===== src/design/pmux_pkg.sv =====
// Constants and register map for the port alternate-function pin multiplexer
package pmux_pkg;

  // Pin group widths and register address width
  localparam int LOW_W  = 16;
  localparam int UP_W   = 6;
  localparam int P41_W  = 5;
  localparam int EDGE_W = 3;
  localparam int ADDR_W = 8;

  // Register byte offsets
  localparam logic [ADDR_W-1:0] OFF_LOW_DATA = 8'h00;
  localparam logic [ADDR_W-1:0] OFF_LOW_DIR  = 8'h04;
  localparam logic [ADDR_W-1:0] OFF_LOW_MODE = 8'h08;
  localparam logic [ADDR_W-1:0] OFF_UP_DATA  = 8'h0C;
  localparam logic [ADDR_W-1:0] OFF_UP_DIR   = 8'h10;
  localparam logic [ADDR_W-1:0] OFF_UP_MODE  = 8'h14;
  localparam logic [ADDR_W-1:0] OFF_P41_CTRL = 8'h18;
  localparam logic [ADDR_W-1:0] OFF_EDGE_EN  = 8'h1C;
  localparam logic [ADDR_W-1:0] OFF_STATUS   = 8'h20;

  // Port4 pin1 control field positions
  localparam int P41_DATA_BIT = 0;
  localparam int P41_DIR_BIT  = 1;
  localparam int P41_MODE_BIT = 2;
  localparam int P41_SEL_BIT  = 3;
  localparam int P41_OD_BIT   = 4;

  // Edge enable and status field positions
  localparam int RISE_LSB        = 0;
  localparam int FALL_LSB        = 4;
  localparam int STATUS_FLASH    = 0;
  localparam int FLASH_PIN       = 5;

  // Reset values: every pin in port input mode
  localparam logic [LOW_W-1:0] RST_LOW_DIR   = 16'hFFFF;
  localparam logic [UP_W-1:0]  RST_UP_DIR    = 6'h3F;
  localparam logic [LOW_W-1:0] RST_LOW_ZERO  = 16'h0000;
  localparam logic [UP_W-1:0]  RST_UP_ZERO   = 6'h00;
  localparam logic [P41_W-1:0] RST_P41       = 5'h02;
  localparam logic [EDGE_W-1:0] RST_EDGE     = 3'h0;

  // AHB-Lite encodings
  localparam logic [2:0]  HSIZE_WORD = 3'h2;
  localparam logic [31:0] RDATA_ZERO = 32'h0000_0000;

endpackage


===== src/design/pmux_group.sv =====
// Registered output stage for a group of shared port pins
`timescale 1ns/1ps
module pmux_group #(
  parameter int W = 16
) (
  input  wire logic         hclk,
  input  wire logic         hresetn,
  input  wire logic [W-1:0] latch,
  input  wire logic [W-1:0] dir,
  input  wire logic [W-1:0] mode,
  input  wire logic [W-1:0] od,
  input  wire logic [W-1:0] alt_out,
  input  wire logic [W-1:0] alt_oe,
  input  wire logic [W-1:0] pin_in,
  output logic      [W-1:0] pin_out,
  output logic      [W-1:0] pin_oe_n,
  output logic      [W-1:0] alt_in
);

  typedef struct packed {
    logic [W-1:0] pin_out;
    logic [W-1:0] pin_oe_n;
    logic [W-1:0] alt_in;
  } pmux_grp_state_t;

  pmux_grp_state_t s;
  pmux_grp_state_t next_s;

  // Per-pin choice between port latch and alternate function
  always_comb begin
    logic [W-1:0] val;
    logic [W-1:0] drv;
    val = (mode & alt_out) | (~mode & latch);
    drv = (mode & alt_oe) | (~mode & ~dir);
    // Open-drain releases a high; port inputs never drive anyway
    drv = drv & ~(od & val);
    next_s.pin_out  = val & ~od;
    next_s.pin_oe_n = ~drv;
    next_s.alt_in   = mode & pin_in;
  end

  // Pins follow the selection one cycle after it is written
  always_ff @(posedge hclk or negedge hresetn) begin
    if (!hresetn) begin
      s <= '{pin_out: '0, pin_oe_n: '1, alt_in: '0};
    end else begin
      s <= next_s;
    end
  end

  assign pin_out  = s.pin_out;
  assign pin_oe_n = s.pin_oe_n;
  assign alt_in   = s.alt_in;

endmodule


===== src/design/pmux_p41.sv =====
// Port4 pin1 stage: port, serial data output or open-drain two-wire clock
`timescale 1ns/1ps
module pmux_p41 (
  input  wire logic hclk,
  input  wire logic hresetn,
  input  wire logic latch,
  input  wire logic dir,
  input  wire logic mode,
  input  wire logic sel,
  input  wire logic od,
  input  wire logic sout,
  input  wire logic sclk_out,
  input  wire logic pin_in,
  output logic      pin_out,
  output logic      pin_oe_n,
  output logic      sclk_in
);

  typedef struct packed {
    logic pin_out;
    logic pin_oe_n;
    logic sclk_in;
  } pmux_p41_state_t;

  pmux_p41_state_t s;
  pmux_p41_state_t next_s;

  // Select bit only matters once the mode bit is set
  always_comb begin
    logic val;
    logic drv;
    val = mode ? (sel ? sclk_out : sout) : latch;
    drv = mode | ~dir;
    // This pin has a real N-channel open-drain option
    drv = drv & ~(od & val);
    next_s.pin_out  = val & ~od;
    next_s.pin_oe_n = ~drv;
    next_s.sclk_in  = mode & sel & pin_in;
  end

  // Reset leaves the pin released, as a port input
  always_ff @(posedge hclk or negedge hresetn) begin
    if (!hresetn) begin
      s <= '{pin_out: 1'b0, pin_oe_n: 1'b1, sclk_in: 1'b0};
    end else begin
      s <= next_s;
    end
  end

  assign pin_out  = s.pin_out;
  assign pin_oe_n = s.pin_oe_n;
  assign sclk_in  = s.sclk_in;

endmodule


===== src/design/pmux_top.sv =====
// Port alternate-function multiplexer with its AHB-Lite register slave
`timescale 1ns/1ps
module pmux_top (
  input  wire logic                          hclk,
  input  wire logic                          hresetn,
  // AHB-Lite slave
  input  wire logic                          hsel,
  input  wire logic [31:0]                   haddr,
  input  wire logic [1:0]                    htrans,
  input  wire logic                          hwrite,
  input  wire logic [2:0]                    hsize,
  input  wire logic [31:0]                   hwdata,
  input  wire logic                          hready,
  output logic                               hreadyout,
  output logic      [31:0]                   hrdata,
  output logic                               hresp,
  // Flash programming mode
  input  wire logic                          flash_prog_mode,
  output logic                               flash_mode_input,
  // Upper address pins
  input  wire logic [pmux_pkg::UP_W-1:0]     upper_address_line,
  input  wire logic [pmux_pkg::UP_W-1:0]     upper_addr_port_pin_in,
  output logic      [pmux_pkg::UP_W-1:0]     upper_addr_port_pin_out,
  output logic      [pmux_pkg::UP_W-1:0]     upper_addr_port_pin_oe_n,
  // Lower data pins and the muxed address/data bus
  input  wire logic [pmux_pkg::LOW_W-1:0]    muxed_addr_data_line_out,
  input  wire logic                          muxed_addr_data_line_oe,
  output logic      [pmux_pkg::LOW_W-1:0]    muxed_addr_data_line_in,
  input  wire logic [pmux_pkg::LOW_W-1:0]    lower_data_port_pin_in,
  output logic      [pmux_pkg::LOW_W-1:0]    lower_data_port_pin_out,
  output logic      [pmux_pkg::LOW_W-1:0]    lower_data_port_pin_oe_n,
  // Port4 pin1 and its two peripheral functions
  input  wire logic                          serial_data_out_zero,
  input  wire logic                          two_wire_clock_line_out,
  output logic                               two_wire_clock_line_in,
  input  wire logic                          port4_pin1_in,
  output logic                               port4_pin1_out,
  output logic                               port4_pin1_oe_n,
  // Port9 high edge-detect enables
  output logic      [pmux_pkg::EDGE_W-1:0]   rising_edge_enable_port9_high,
  output logic      [pmux_pkg::EDGE_W-1:0]   falling_edge_enable_port9_high
);

  import pmux_pkg::*;

  typedef struct packed {
    logic [LOW_W-1:0]  low_latch;
    logic [LOW_W-1:0]  low_dir;
    logic [LOW_W-1:0]  low_mode;
    logic [UP_W-1:0]   up_latch;
    logic [UP_W-1:0]   up_dir;
    logic [UP_W-1:0]   up_mode;
    logic [P41_W-1:0]  p41;
    logic [EDGE_W-1:0] rise_en;
    logic [EDGE_W-1:0] fall_en;
    logic              wr_pend;
    logic [ADDR_W-1:0] wr_addr;
    logic [31:0]       rdata;
    logic              ready;
    logic              resp;
    logic              flash_in;
  } pmux_top_state_t;

  pmux_top_state_t s;
  pmux_top_state_t next_s;

  // Data register view: latch for output pins, pin level for inputs
  function automatic logic [31:0] port_read(input logic [LOW_W-1:0] latch,
                                            input logic [LOW_W-1:0] dir,
                                            input logic [LOW_W-1:0] pin);
    logic [LOW_W-1:0] v;
    v = (latch & ~dir) | (pin & dir);
    return {16'h0000, v};
  endfunction

  // Widens an upper-group vector to the low-group width
  function automatic logic [LOW_W-1:0] up_ext(input logic [UP_W-1:0] v);
    return {10'h000, v};
  endfunction

  // Register read decode; unmapped offsets read as zero
  function automatic logic [31:0] reg_read(input pmux_top_state_t st,
                                           input logic [ADDR_W-1:0] a,
                                           input logic [LOW_W-1:0] low_pin,
                                           input logic [UP_W-1:0] up_pin,
                                           input logic p41_pin,
                                           input logic fmode);
    logic [31:0] r;
    logic [31:0] p;
    r = RDATA_ZERO;
    p = RDATA_ZERO;
    case (a)
      OFF_LOW_DATA: begin
        r = port_read(st.low_latch, st.low_dir, low_pin);
      end
      OFF_LOW_DIR: begin
        r = {16'h0000, st.low_dir};
      end
      OFF_LOW_MODE: begin
        r = {16'h0000, st.low_mode};
      end
      OFF_UP_DATA: begin
        r = port_read(up_ext(st.up_latch), up_ext(st.up_dir), up_ext(up_pin));
      end
      OFF_UP_DIR: begin
        r = {26'h000_0000, st.up_dir};
      end
      OFF_UP_MODE: begin
        r = {26'h000_0000, st.up_mode};
      end
      OFF_P41_CTRL: begin
        p = port_read({15'h0000, st.p41[P41_DATA_BIT]},
                      {15'h0000, st.p41[P41_DIR_BIT]},
                      {15'h0000, p41_pin});
        r = {27'h000_0000, st.p41};
        r[P41_DATA_BIT] = p[0];
      end
      OFF_EDGE_EN: begin
        r[RISE_LSB +: EDGE_W] = st.rise_en;
        r[FALL_LSB +: EDGE_W] = st.fall_en;
      end
      OFF_STATUS: begin
        r[STATUS_FLASH] = fmode;
      end
      default: begin
        r = RDATA_ZERO;
      end
    endcase
    return r;
  endfunction

  // Bus slave and register update
  always_comb begin
    logic take;
    logic mapped;
    take   = hsel & hready & htrans[1];
    mapped = (haddr[31:ADDR_W] == 24'h00_0000) && (haddr[1:0] == 2'b00);
    next_s = s;
    // Zero wait states, always OKAY
    next_s.ready = 1'b1;
    next_s.resp  = 1'b0;
    // Flash-mode input ignores every port control register
    next_s.flash_in = flash_prog_mode & lower_data_port_pin_in[FLASH_PIN];
    // Address phase: note a write, or fetch read data now
    next_s.wr_pend = take & hwrite & mapped & (hsize == HSIZE_WORD);
    next_s.wr_addr = haddr[ADDR_W-1:0];
    if (take && !hwrite) begin
      next_s.rdata = mapped ? reg_read(s, haddr[ADDR_W-1:0], lower_data_port_pin_in,
                                       upper_addr_port_pin_in, port4_pin1_in,
                                       flash_prog_mode) : RDATA_ZERO;
    end
    // Data phase: write lands at the end of this cycle
    if (s.wr_pend) begin
      case (s.wr_addr)
        OFF_LOW_DATA: begin
          next_s.low_latch = hwdata[LOW_W-1:0];
        end
        OFF_LOW_DIR: begin
          next_s.low_dir = hwdata[LOW_W-1:0];
        end
        OFF_LOW_MODE: begin
          next_s.low_mode = hwdata[LOW_W-1:0];
        end
        OFF_UP_DATA: begin
          next_s.up_latch = hwdata[UP_W-1:0];
        end
        OFF_UP_DIR: begin
          next_s.up_dir = hwdata[UP_W-1:0];
        end
        OFF_UP_MODE: begin
          next_s.up_mode = hwdata[UP_W-1:0];
        end
        OFF_P41_CTRL: begin
          // Any order accepted; a bad order shows briefly on the pin
          next_s.p41 = hwdata[P41_W-1:0];
        end
        OFF_EDGE_EN: begin
          next_s.rise_en = hwdata[RISE_LSB +: EDGE_W];
          next_s.fall_en = hwdata[FALL_LSB +: EDGE_W];
        end
        default: begin
          next_s.wr_pend = 1'b0;
        end
      endcase
    end
  end

  // All selection state moves on the clock edge of the write
  always_ff @(posedge hclk or negedge hresetn) begin
    if (!hresetn) begin
      s <= '{low_latch: RST_LOW_ZERO, low_dir: RST_LOW_DIR, low_mode: RST_LOW_ZERO,
             up_latch: RST_UP_ZERO, up_dir: RST_UP_DIR, up_mode: RST_UP_ZERO,
             p41: RST_P41, rise_en: RST_EDGE, fall_en: RST_EDGE,
             wr_pend: 1'b0, wr_addr: '0, rdata: RDATA_ZERO,
             ready: 1'b1, resp: 1'b0, flash_in: 1'b0};
    end else begin
      s <= next_s;
    end
  end

  // Upper address pins: always outputs in alternate mode
  pmux_group #(
    .W (UP_W)
  ) u_upper (
    .hclk     (hclk),
    .hresetn  (hresetn),
    .latch    (s.up_latch),
    .dir      (s.up_dir),
    .mode     (s.up_mode),
    .od       ({UP_W{1'b0}}),
    .alt_out  (upper_address_line),
    .alt_oe   ({UP_W{1'b1}}),
    .pin_in   (upper_addr_port_pin_in),
    .pin_out  (upper_addr_port_pin_out),
    .pin_oe_n (upper_addr_port_pin_oe_n),
    .alt_in   ()
  );

  // Lower data pins: bus controller steers the direction
  pmux_group #(
    .W (LOW_W)
  ) u_lower (
    .hclk     (hclk),
    .hresetn  (hresetn),
    .latch    (s.low_latch),
    .dir      (s.low_dir),
    .mode     (s.low_mode),
    .od       ({LOW_W{1'b0}}),
    .alt_out  (muxed_addr_data_line_out),
    .alt_oe   ({LOW_W{muxed_addr_data_line_oe}}),
    .pin_in   (lower_data_port_pin_in),
    .pin_out  (lower_data_port_pin_out),
    .pin_oe_n (lower_data_port_pin_oe_n),
    .alt_in   (muxed_addr_data_line_in)
  );

  // Port4 pin1 with its open-drain option
  pmux_p41 u_p41 (
    .hclk     (hclk),
    .hresetn  (hresetn),
    .latch    (s.p41[P41_DATA_BIT]),
    .dir      (s.p41[P41_DIR_BIT]),
    .mode     (s.p41[P41_MODE_BIT]),
    .sel      (s.p41[P41_SEL_BIT]),
    .od       (s.p41[P41_OD_BIT]),
    .sout     (serial_data_out_zero),
    .sclk_out (two_wire_clock_line_out),
    .pin_in   (port4_pin1_in),
    .pin_out  (port4_pin1_out),
    .pin_oe_n (port4_pin1_oe_n),
    .sclk_in  (two_wire_clock_line_in)
  );

  // Outputs straight from state flops
  assign hreadyout                      = s.ready;
  assign hrdata                         = s.rdata;
  assign hresp                          = s.resp;
  assign flash_mode_input               = s.flash_in;
  assign rising_edge_enable_port9_high  = s.rise_en;
  assign falling_edge_enable_port9_high = s.fall_en;

endmodule


===== config.mk =====
export PLATFORM = sky130hd
export DESIGN_NAME = pmux_top
export DESIGN_NICKNAME = d
export VERILOG_FILES = /design/src/design/pmux_pkg.sv /design/src/design/pmux_group.sv /design/src/design/pmux_p41.sv /design/src/design/pmux_top.sv
export SDC_FILE = /design/constraint.sdc
export NUM_CORES = 1
export LEC_CHECK = 0
export BUFFER_PORTS_ARGS = -buffer_cell sky130_fd_sc_hd__buf_4
export CORE_MARGIN = 1.5
export CORE_UTILIZATION = 46
export CTS_CLUSTER_SIZE = 16
export DETAILED_ROUTE_END_ITERATION = 8
export PLACE_DENSITY_LB_ADDON = 0.08
export SYNTH_ARGS = -nofsm -noshare
export SYNTH_HDL_FRONTEND = slang
export SYNTH_SLANG_ARGS = --single-unit

===== constraint.sdc =====
create_clock -name hclk -period 1.8 [get_ports hclk]
set_clock_uncertainty 0.1 [all_clocks]
set_input_delay 0.18 -clock hclk [delete_from_list [all_inputs] [get_ports hclk]]
set_output_delay 0.18 -clock hclk [all_outputs]
set_load 0.005 [all_outputs]

==> results of run 1 <==
## through the flow
stage / total power, mW / setup slack (ps) / instances / TNS, ps
after floorplan: 4.43 / 1.24 / 595 / 0
after global placement: 4.95 / -141 / 986 / -2590
after detailed placement: 4.97 / -158 / 986 / -4020
after CTS: 8.66 / -103 / 1085 / -687
after global routing: 8.92 / -173 / 1088 / -5860
final: 8.58 / -100 / 1088 / -1650
## repair_timing
action,4_1_cts,5_1_grt
buffers inserted,0,3
gates cloned,0,0
pin swaps,2,2
gates resized for setup,13,16
hold buffers,67,0
hold endpoints to repair,253,0
setup endpoints to repair,75,78
## worst max-delay path: stages (launching register included)
cell and delay, ps:
dfrtp_1 370, nor3_2 210, buf_4 130, nand4_1 140, nor3b_2 320, buf_4 220, mux2_4 300
## cells by family after synthesis
group | Yosys count | synth area share, %
mux | 116 | 17.6
compound gates | 93 | 9.02
flops | 166 | 57.3
other cells | 2 | 0.102
simple gates | 132 | 9.99
buf+inv | 70 | 5.99
## layout by cell type, fill, tap and decap left out, types with 3 or more instances in the layout
cell type,n
buf_4,229
dfrtp_1,120
mux2_2,93
dlygate4sd3_1,67
dfstp_2,46
nor2_1,33
nand2_1,32
a21oi_1,26
conb_1,18
and2_1,17
clkbuf_16,17
o21ai_0,15
mux2_4,12
mux2i_1,11
inv_1,8
a32oi_1,7
o2111ai_1,7
nor2b_1,6
nand3_1,6
nor4_1,6
o211ai_2,6
buf_6,6
a22o_2,5
buf_12,5
nand4_1,4
a22o_1,4
a22oi_1,4
clkinvlp_4,4
inv_6,4
and4b_1,3
o21ai_1,3
nand2b_1,3
o21a_1,3
clkbuf_8,3
## power by group
part | total, mW | switching (mW) | leakage [nW] | internal, mW
logic | 0.951 | 0.383 | 2.54 | 0.568
clock network | 3.55 | 1.52 | 0.276 | 2.03
registers | 4.08 | 0.122 | 1.98 | 3.96
total | 8.58 | 2.03 | 4.80 | 6.56
## state kept, by name (all words and copies together), names as in the netlist
register	cells
u_p41.pin_oe_n	1
rising_edge_enable_port9_high	3
u_upper.pin_oe_n	6
flash_mode_input	1
hrdata	16
u_lower.alt_in	16
falling_edge_enable_port9_high	3
u_lower.pin_out	16
u_upper.pin_out	6
u_lower.pin_oe_n	16
s	80
u_p41.pin_out	1
u_p41.sclk_in	1
## layout make-up
cell class	instances	area, µm²
multi-input combinational	359	2850
timing repair buffer	307	2560
clock buffer	20	467
sequential	166	4210
inverter	8	30.0
tap	216	270
clock inverter	12	118
fill	1266	5270
## how the worst min path moves through the flow
stage	endpoint	from	slack, ps	depth (start not counted)
2_1_floorplan	falling_edge_enable_port9_high[0]	hresetn	-220	0
3_3_place_gp	u_lower.alt_in[3]	hresetn	-20	1
3_5_place_dp	u_lower.alt_in[3]	hresetn	-20	1
4_1_cts	s[43]	hsize[0]	5	3
5_1_grt	s[43]	hsize[0]	10	3
6_report	s[43]	hsize[0]	9	3
## routing by layer
| metal | track usage [%] | wire, µm | up-vias |
|---|---|---|---|
| met5 | 0 | 0 | - |
| met4 | 8.72 | 383 | 0 |
| met3 | 4.79 | 963 | 28 |
| met2 | 39.6 | 9900 | 178 |
| met1 | 31.1 | 8390 | 2781 |
| li1 | - | - | 2577 |
==> metrics.txt, run 1 <==
status=finished with violations; failing checks=setup timing; Worst Reg2Reg Path Length in Cells=6; Mapped Cells=579; clock latency on the worst-skew pair=430 ps; worst r2r src=s[40]; GR Overflow Total=0; synth top area cells=dfrtp_1 41%, dfstp_2 16%, mux2_2 16%, buf_4 4.3%, nor2_1 1.8%; Critical Path End Type=flip-flop; fraction of registers with async set/reset=100%; fmax=526 MHz; wire per inst=18.0 µm; maximum vdd drop=0.629 mV; std cell rows=46; DRT Pass-1 Iters=4; gpl congestion=0.818; initial DRC count=248; Ports=227; vias in the first global route=5633; CTS H-tree depth=4; Setup WS post-layout=-100 ps; Mapped Area=7350 µm²; DIE HEIGHT=129 µm; period utilisation layout=106%; largest net degree at the start of global routing=42; Ant. Diodes=0; Layout Nets=982; post-synth top area share=40.9%; most frequent cells after synthesis=120 x dfrtp_1, 105 x mux2_2, 46 x dfstp_2, 42 x buf_4, 35 x nor2_1; top-count cell post-synth=dfrtp_1; Worst Setup SP=s[40]; minimum clock period=1900 ps; final WL=19600 µm; crit start category=flip-flop; drc violations=0; # port buffers=191; Arr. time, crit path=2110 ps; die width=129 µm; Starting Density=46.6%; Slew Limit Fails=0; Sink Count=166; HP Class=in -> reg; Post-DP Area=9110 µm²; Total Die Area=16700 µm²; via/cell ratio=5.11; Reg2Reg Setup Slack=-100 ps; Power Density=818 nW/µm²; Syn-to-layout area delta=42.8%; worst hold slack=8.54 ps; first-pass GRT wire length=30000 µm; largest area contributor in the netlist=dfrtp_1; Final ANT Viol Nets=0; antenna violations before repair=0; WP data required=2010 ps; flops & latches, synth=166; Worst Setup EP=s[70]; count of flip-flops with a built-in enable after synthesis=0; sequential-to-total area share from yosys stat=57.3%; CTS root buffer=clkbuf_16; clock slew at reported path FFs=60 ps; RSZ-0062 raised after global routing=yes; reg2reg end=s[70]; Leak=4.80 nW; post-synth cell types=53; TritonCTS buffer count=17; clk buf depth=2; Syn. warnings=0; critical-path maximum fanout=3; Post-Route Utilization=66.6%; ys flop type=dfrtp_1; syn avg cell area=12.7 µm²; layout cell share with drive strength beyond 1=51.6%; CTS tree=yes; post-route cell area=10500 µm²; max-cap violations=0; HPWL Detailed=13600 µm; crit path kind=reg -> reg; Hold Fails Final Rpt=0; total track usage=23.8%; Core Area=15800 µm²; Finish-stage setup viols=35; via count=5564
Power figures use the tool's default switching activity.
==> run 2, diff against run 1 <==
CELL_PAD_IN_SITES_DETAIL_PLACEMENT = 1   (was unset)
CELL_PAD_IN_SITES_GLOBAL_PLACEMENT = 1   (was unset)
CORE_UTILIZATION = 40   (was 46)
clock period = 2 ns   (was 1.8 ns; I/O delays follow)
==> metrics.txt, run 2 (same netlist as run 1, synthesis figures left out) <==
status=finished clean; Leak=4.67 nW (-2.8%); fin cells=1073 (-1.4%); maximum vdd drop=0.581 mV (-7.8%); Ant. Diodes=0 (unchanged); DR WL met2=10900 µm (+10%); crit start category=input port; Sw Ratio=24.1% (+0.51 points); CTS H-tree depth=4 (unchanged); Sink Count=166 (unchanged); final WL=21300 µm (+8.5%); gpl congestion=0.778 (-4.9%); Slew headroom=50.5%; RSZ-0062 raised after global routing=no; Setup WS post-layout=74.5 ps (+175 ps); Slowest cell on crit path=dlygate4sd3_1; minimum clock period=1930 ps; clock latency on the worst-skew pair=430 ps (about the same); std cell rows=49 (+6.5%); multi-input logic area=2780 µm² (-2.2%); period utilisation layout=96.3%; Crit path largest cell delay=540 ps (+170 ps); Layout Nets=954 (-2.9%); Sequential cell area=4210 µm² (unchanged); Int Power=5.84 mW (-11%); most frequent cells in the layout=205 x buf_4, 120 x dfrtp_1, 105 x mux2_2; die width=139 µm (+7.1%); Core Area=18000 µm² (+14%); met3 routed WL=984 µm (+2.2%); DRT Pass-1 Iters=4 (unchanged); Starting Density=40.9% (-5.7 points); CTS tree=yes; via count=5525 (-0.70%); # port buffers=191 (unchanged); HP Class=in -> reg; clock slew at reported path FFs=70 ps (about the same); Setup WS pre-CTS=-39.0 ps (+119 ps); Ports=227 (unchanged); fillers=1853 (+46%); worst path cell trace=dlygate4sd3_1 -> buf_4 -> or3_1 -> nor3_4 -> buf_12 -> a21oi_1 -> o21ai_0 -> a22o_1; Slew Limit Fails=0 (unchanged); Post-DP Area=8950 µm² (-1.8%); Finish-stage setup viols=0 (-100%); Total Power=7.69 mW (-10%); Total Die Area=19200 µm² (+15%); Arr. time, crit path=2190 ps (+80 ps); crit path kind=in -> reg; HPWL Detailed=14600 µm (+7.1%); GR Overflow Total=0 (unchanged); initial DRC count=214 (-14%); commonest non-fill, non-tap cell in the layout=buf_4; Clock power frac=41.3% (about the same); post-route cell area=10200 µm² (-2.6%); met1 wire length=9010 µm (+7.4%); total track usage=22.9% (-0.93 points); P_sw=1.85 mW (-8.5%); WP data required=2260 ps (+250 ps); Worst-Margin Slew=739 ps; Power Density=752 nW/µm² (-8.0%); largest net degree at the start of global routing=70 (+67%); Post-Route Utilization=56.9% (-9.6 points); max reg flops=80 (unchanged); via/cell ratio=5.15 (+0.69%); wire per inst=19.9 µm (+10%); Final ANT Viol Nets=0 (unchanged); critical-path maximum fanout=11 (+8); fmax=519 MHz; Placed Instances=973 (-1.3%); worst hold slack=33.8 ps (+25.2 ps); DR top layer=met4; Combinational Power Share=10.9% (-0.2 points); first-pass GRT wire length=34000 µm (+13%); Critical Path End Type=flip-flop; antenna violations before repair=0 (unchanged); Syn-to-layout area delta=39.2%; vias in the first global route=6166 (+9.5%); clk buf depth=2 (unchanged); TritonCTS buffer count=17 (unchanged); Reg with most FFs=s; setup TNS=0 ps (+1650 ps); DIE HEIGHT=139 µm (+7.1%); Hold Fails Final Rpt=0 (unchanged); drc violations=0 (unchanged); max-cap violations=0 (unchanged); sequential share of power=47.8% (+0.3 points); layout cell share with drive strength beyond 1=49.9% (-1.7 points); CTS root buffer=clkbuf_16
==> run 2: path summary, 6_finish.rpt <==
kind                            cells past startpoint  startpoint                  end  slack (ps)
worst min register to register                      1       s[58]  u_upper.pin_oe_n[3]         360
worst max-delay path                                8    haddr[3]           hrdata[14]          70
min in group asynchronous                           2     hresetn    u_lower.alt_in[3]         160
max in group asynchronous                           3     hresetn               s[100]         890
worst max register to register                      6       s[36]                s[50]         110
worst min-delay path                                2   hwdata[0]                s[67]          30
==> run 2: metal layers <==
| metal | global-route usage, % | vias up |
|---|---|---|
| li1 | - | 2528 |
| met1 | 28.9 | 2794 |
| met2 | 39.6 | 175 |
| met3 | 4.18 | 28 |
| met4 | 8.03 | 0 |
| met5 | 0 | - |
==> run 2: final cells by class <==
class	instances	area share, %
flip-flops and latches	166	41.2
multi-input cells	359	27.2
repair buffers	279	22.9
clock buffers	19	4.43
well taps	229	2.80
clock inverters	13	1.20
inverters	8	0.294
==> run 2: critical path: cells and delay by family <==
kind            cells  cell delay [ps]
compound gates      3              410
buf+inv             3              910
simple gates        2              670
==> run 2: power groups by stage <==
stage / logic, mW / clock network, mW / registers, mW
floorplan: 0.278 / 0 / 3.71
global placement: 0.719 / 0 / 3.72
detailed placement: 0.737 / 0 / 3.73
CTS: 0.845 / 3.25 / 3.67
global route: 0.910 / 3.39 / 3.69
finish: 0.838 / 3.18 / 3.67
==> run 2: what timing repair did <==
item / CTS / global route
endpoints found under the hold margin: 162 / 0
resized for setup: 0 / 7
pin swaps: 0 / 3
hold buffers: 67 / 0
buffers inserted: 0 / 1
setup endpoints to repair: 4 / 45
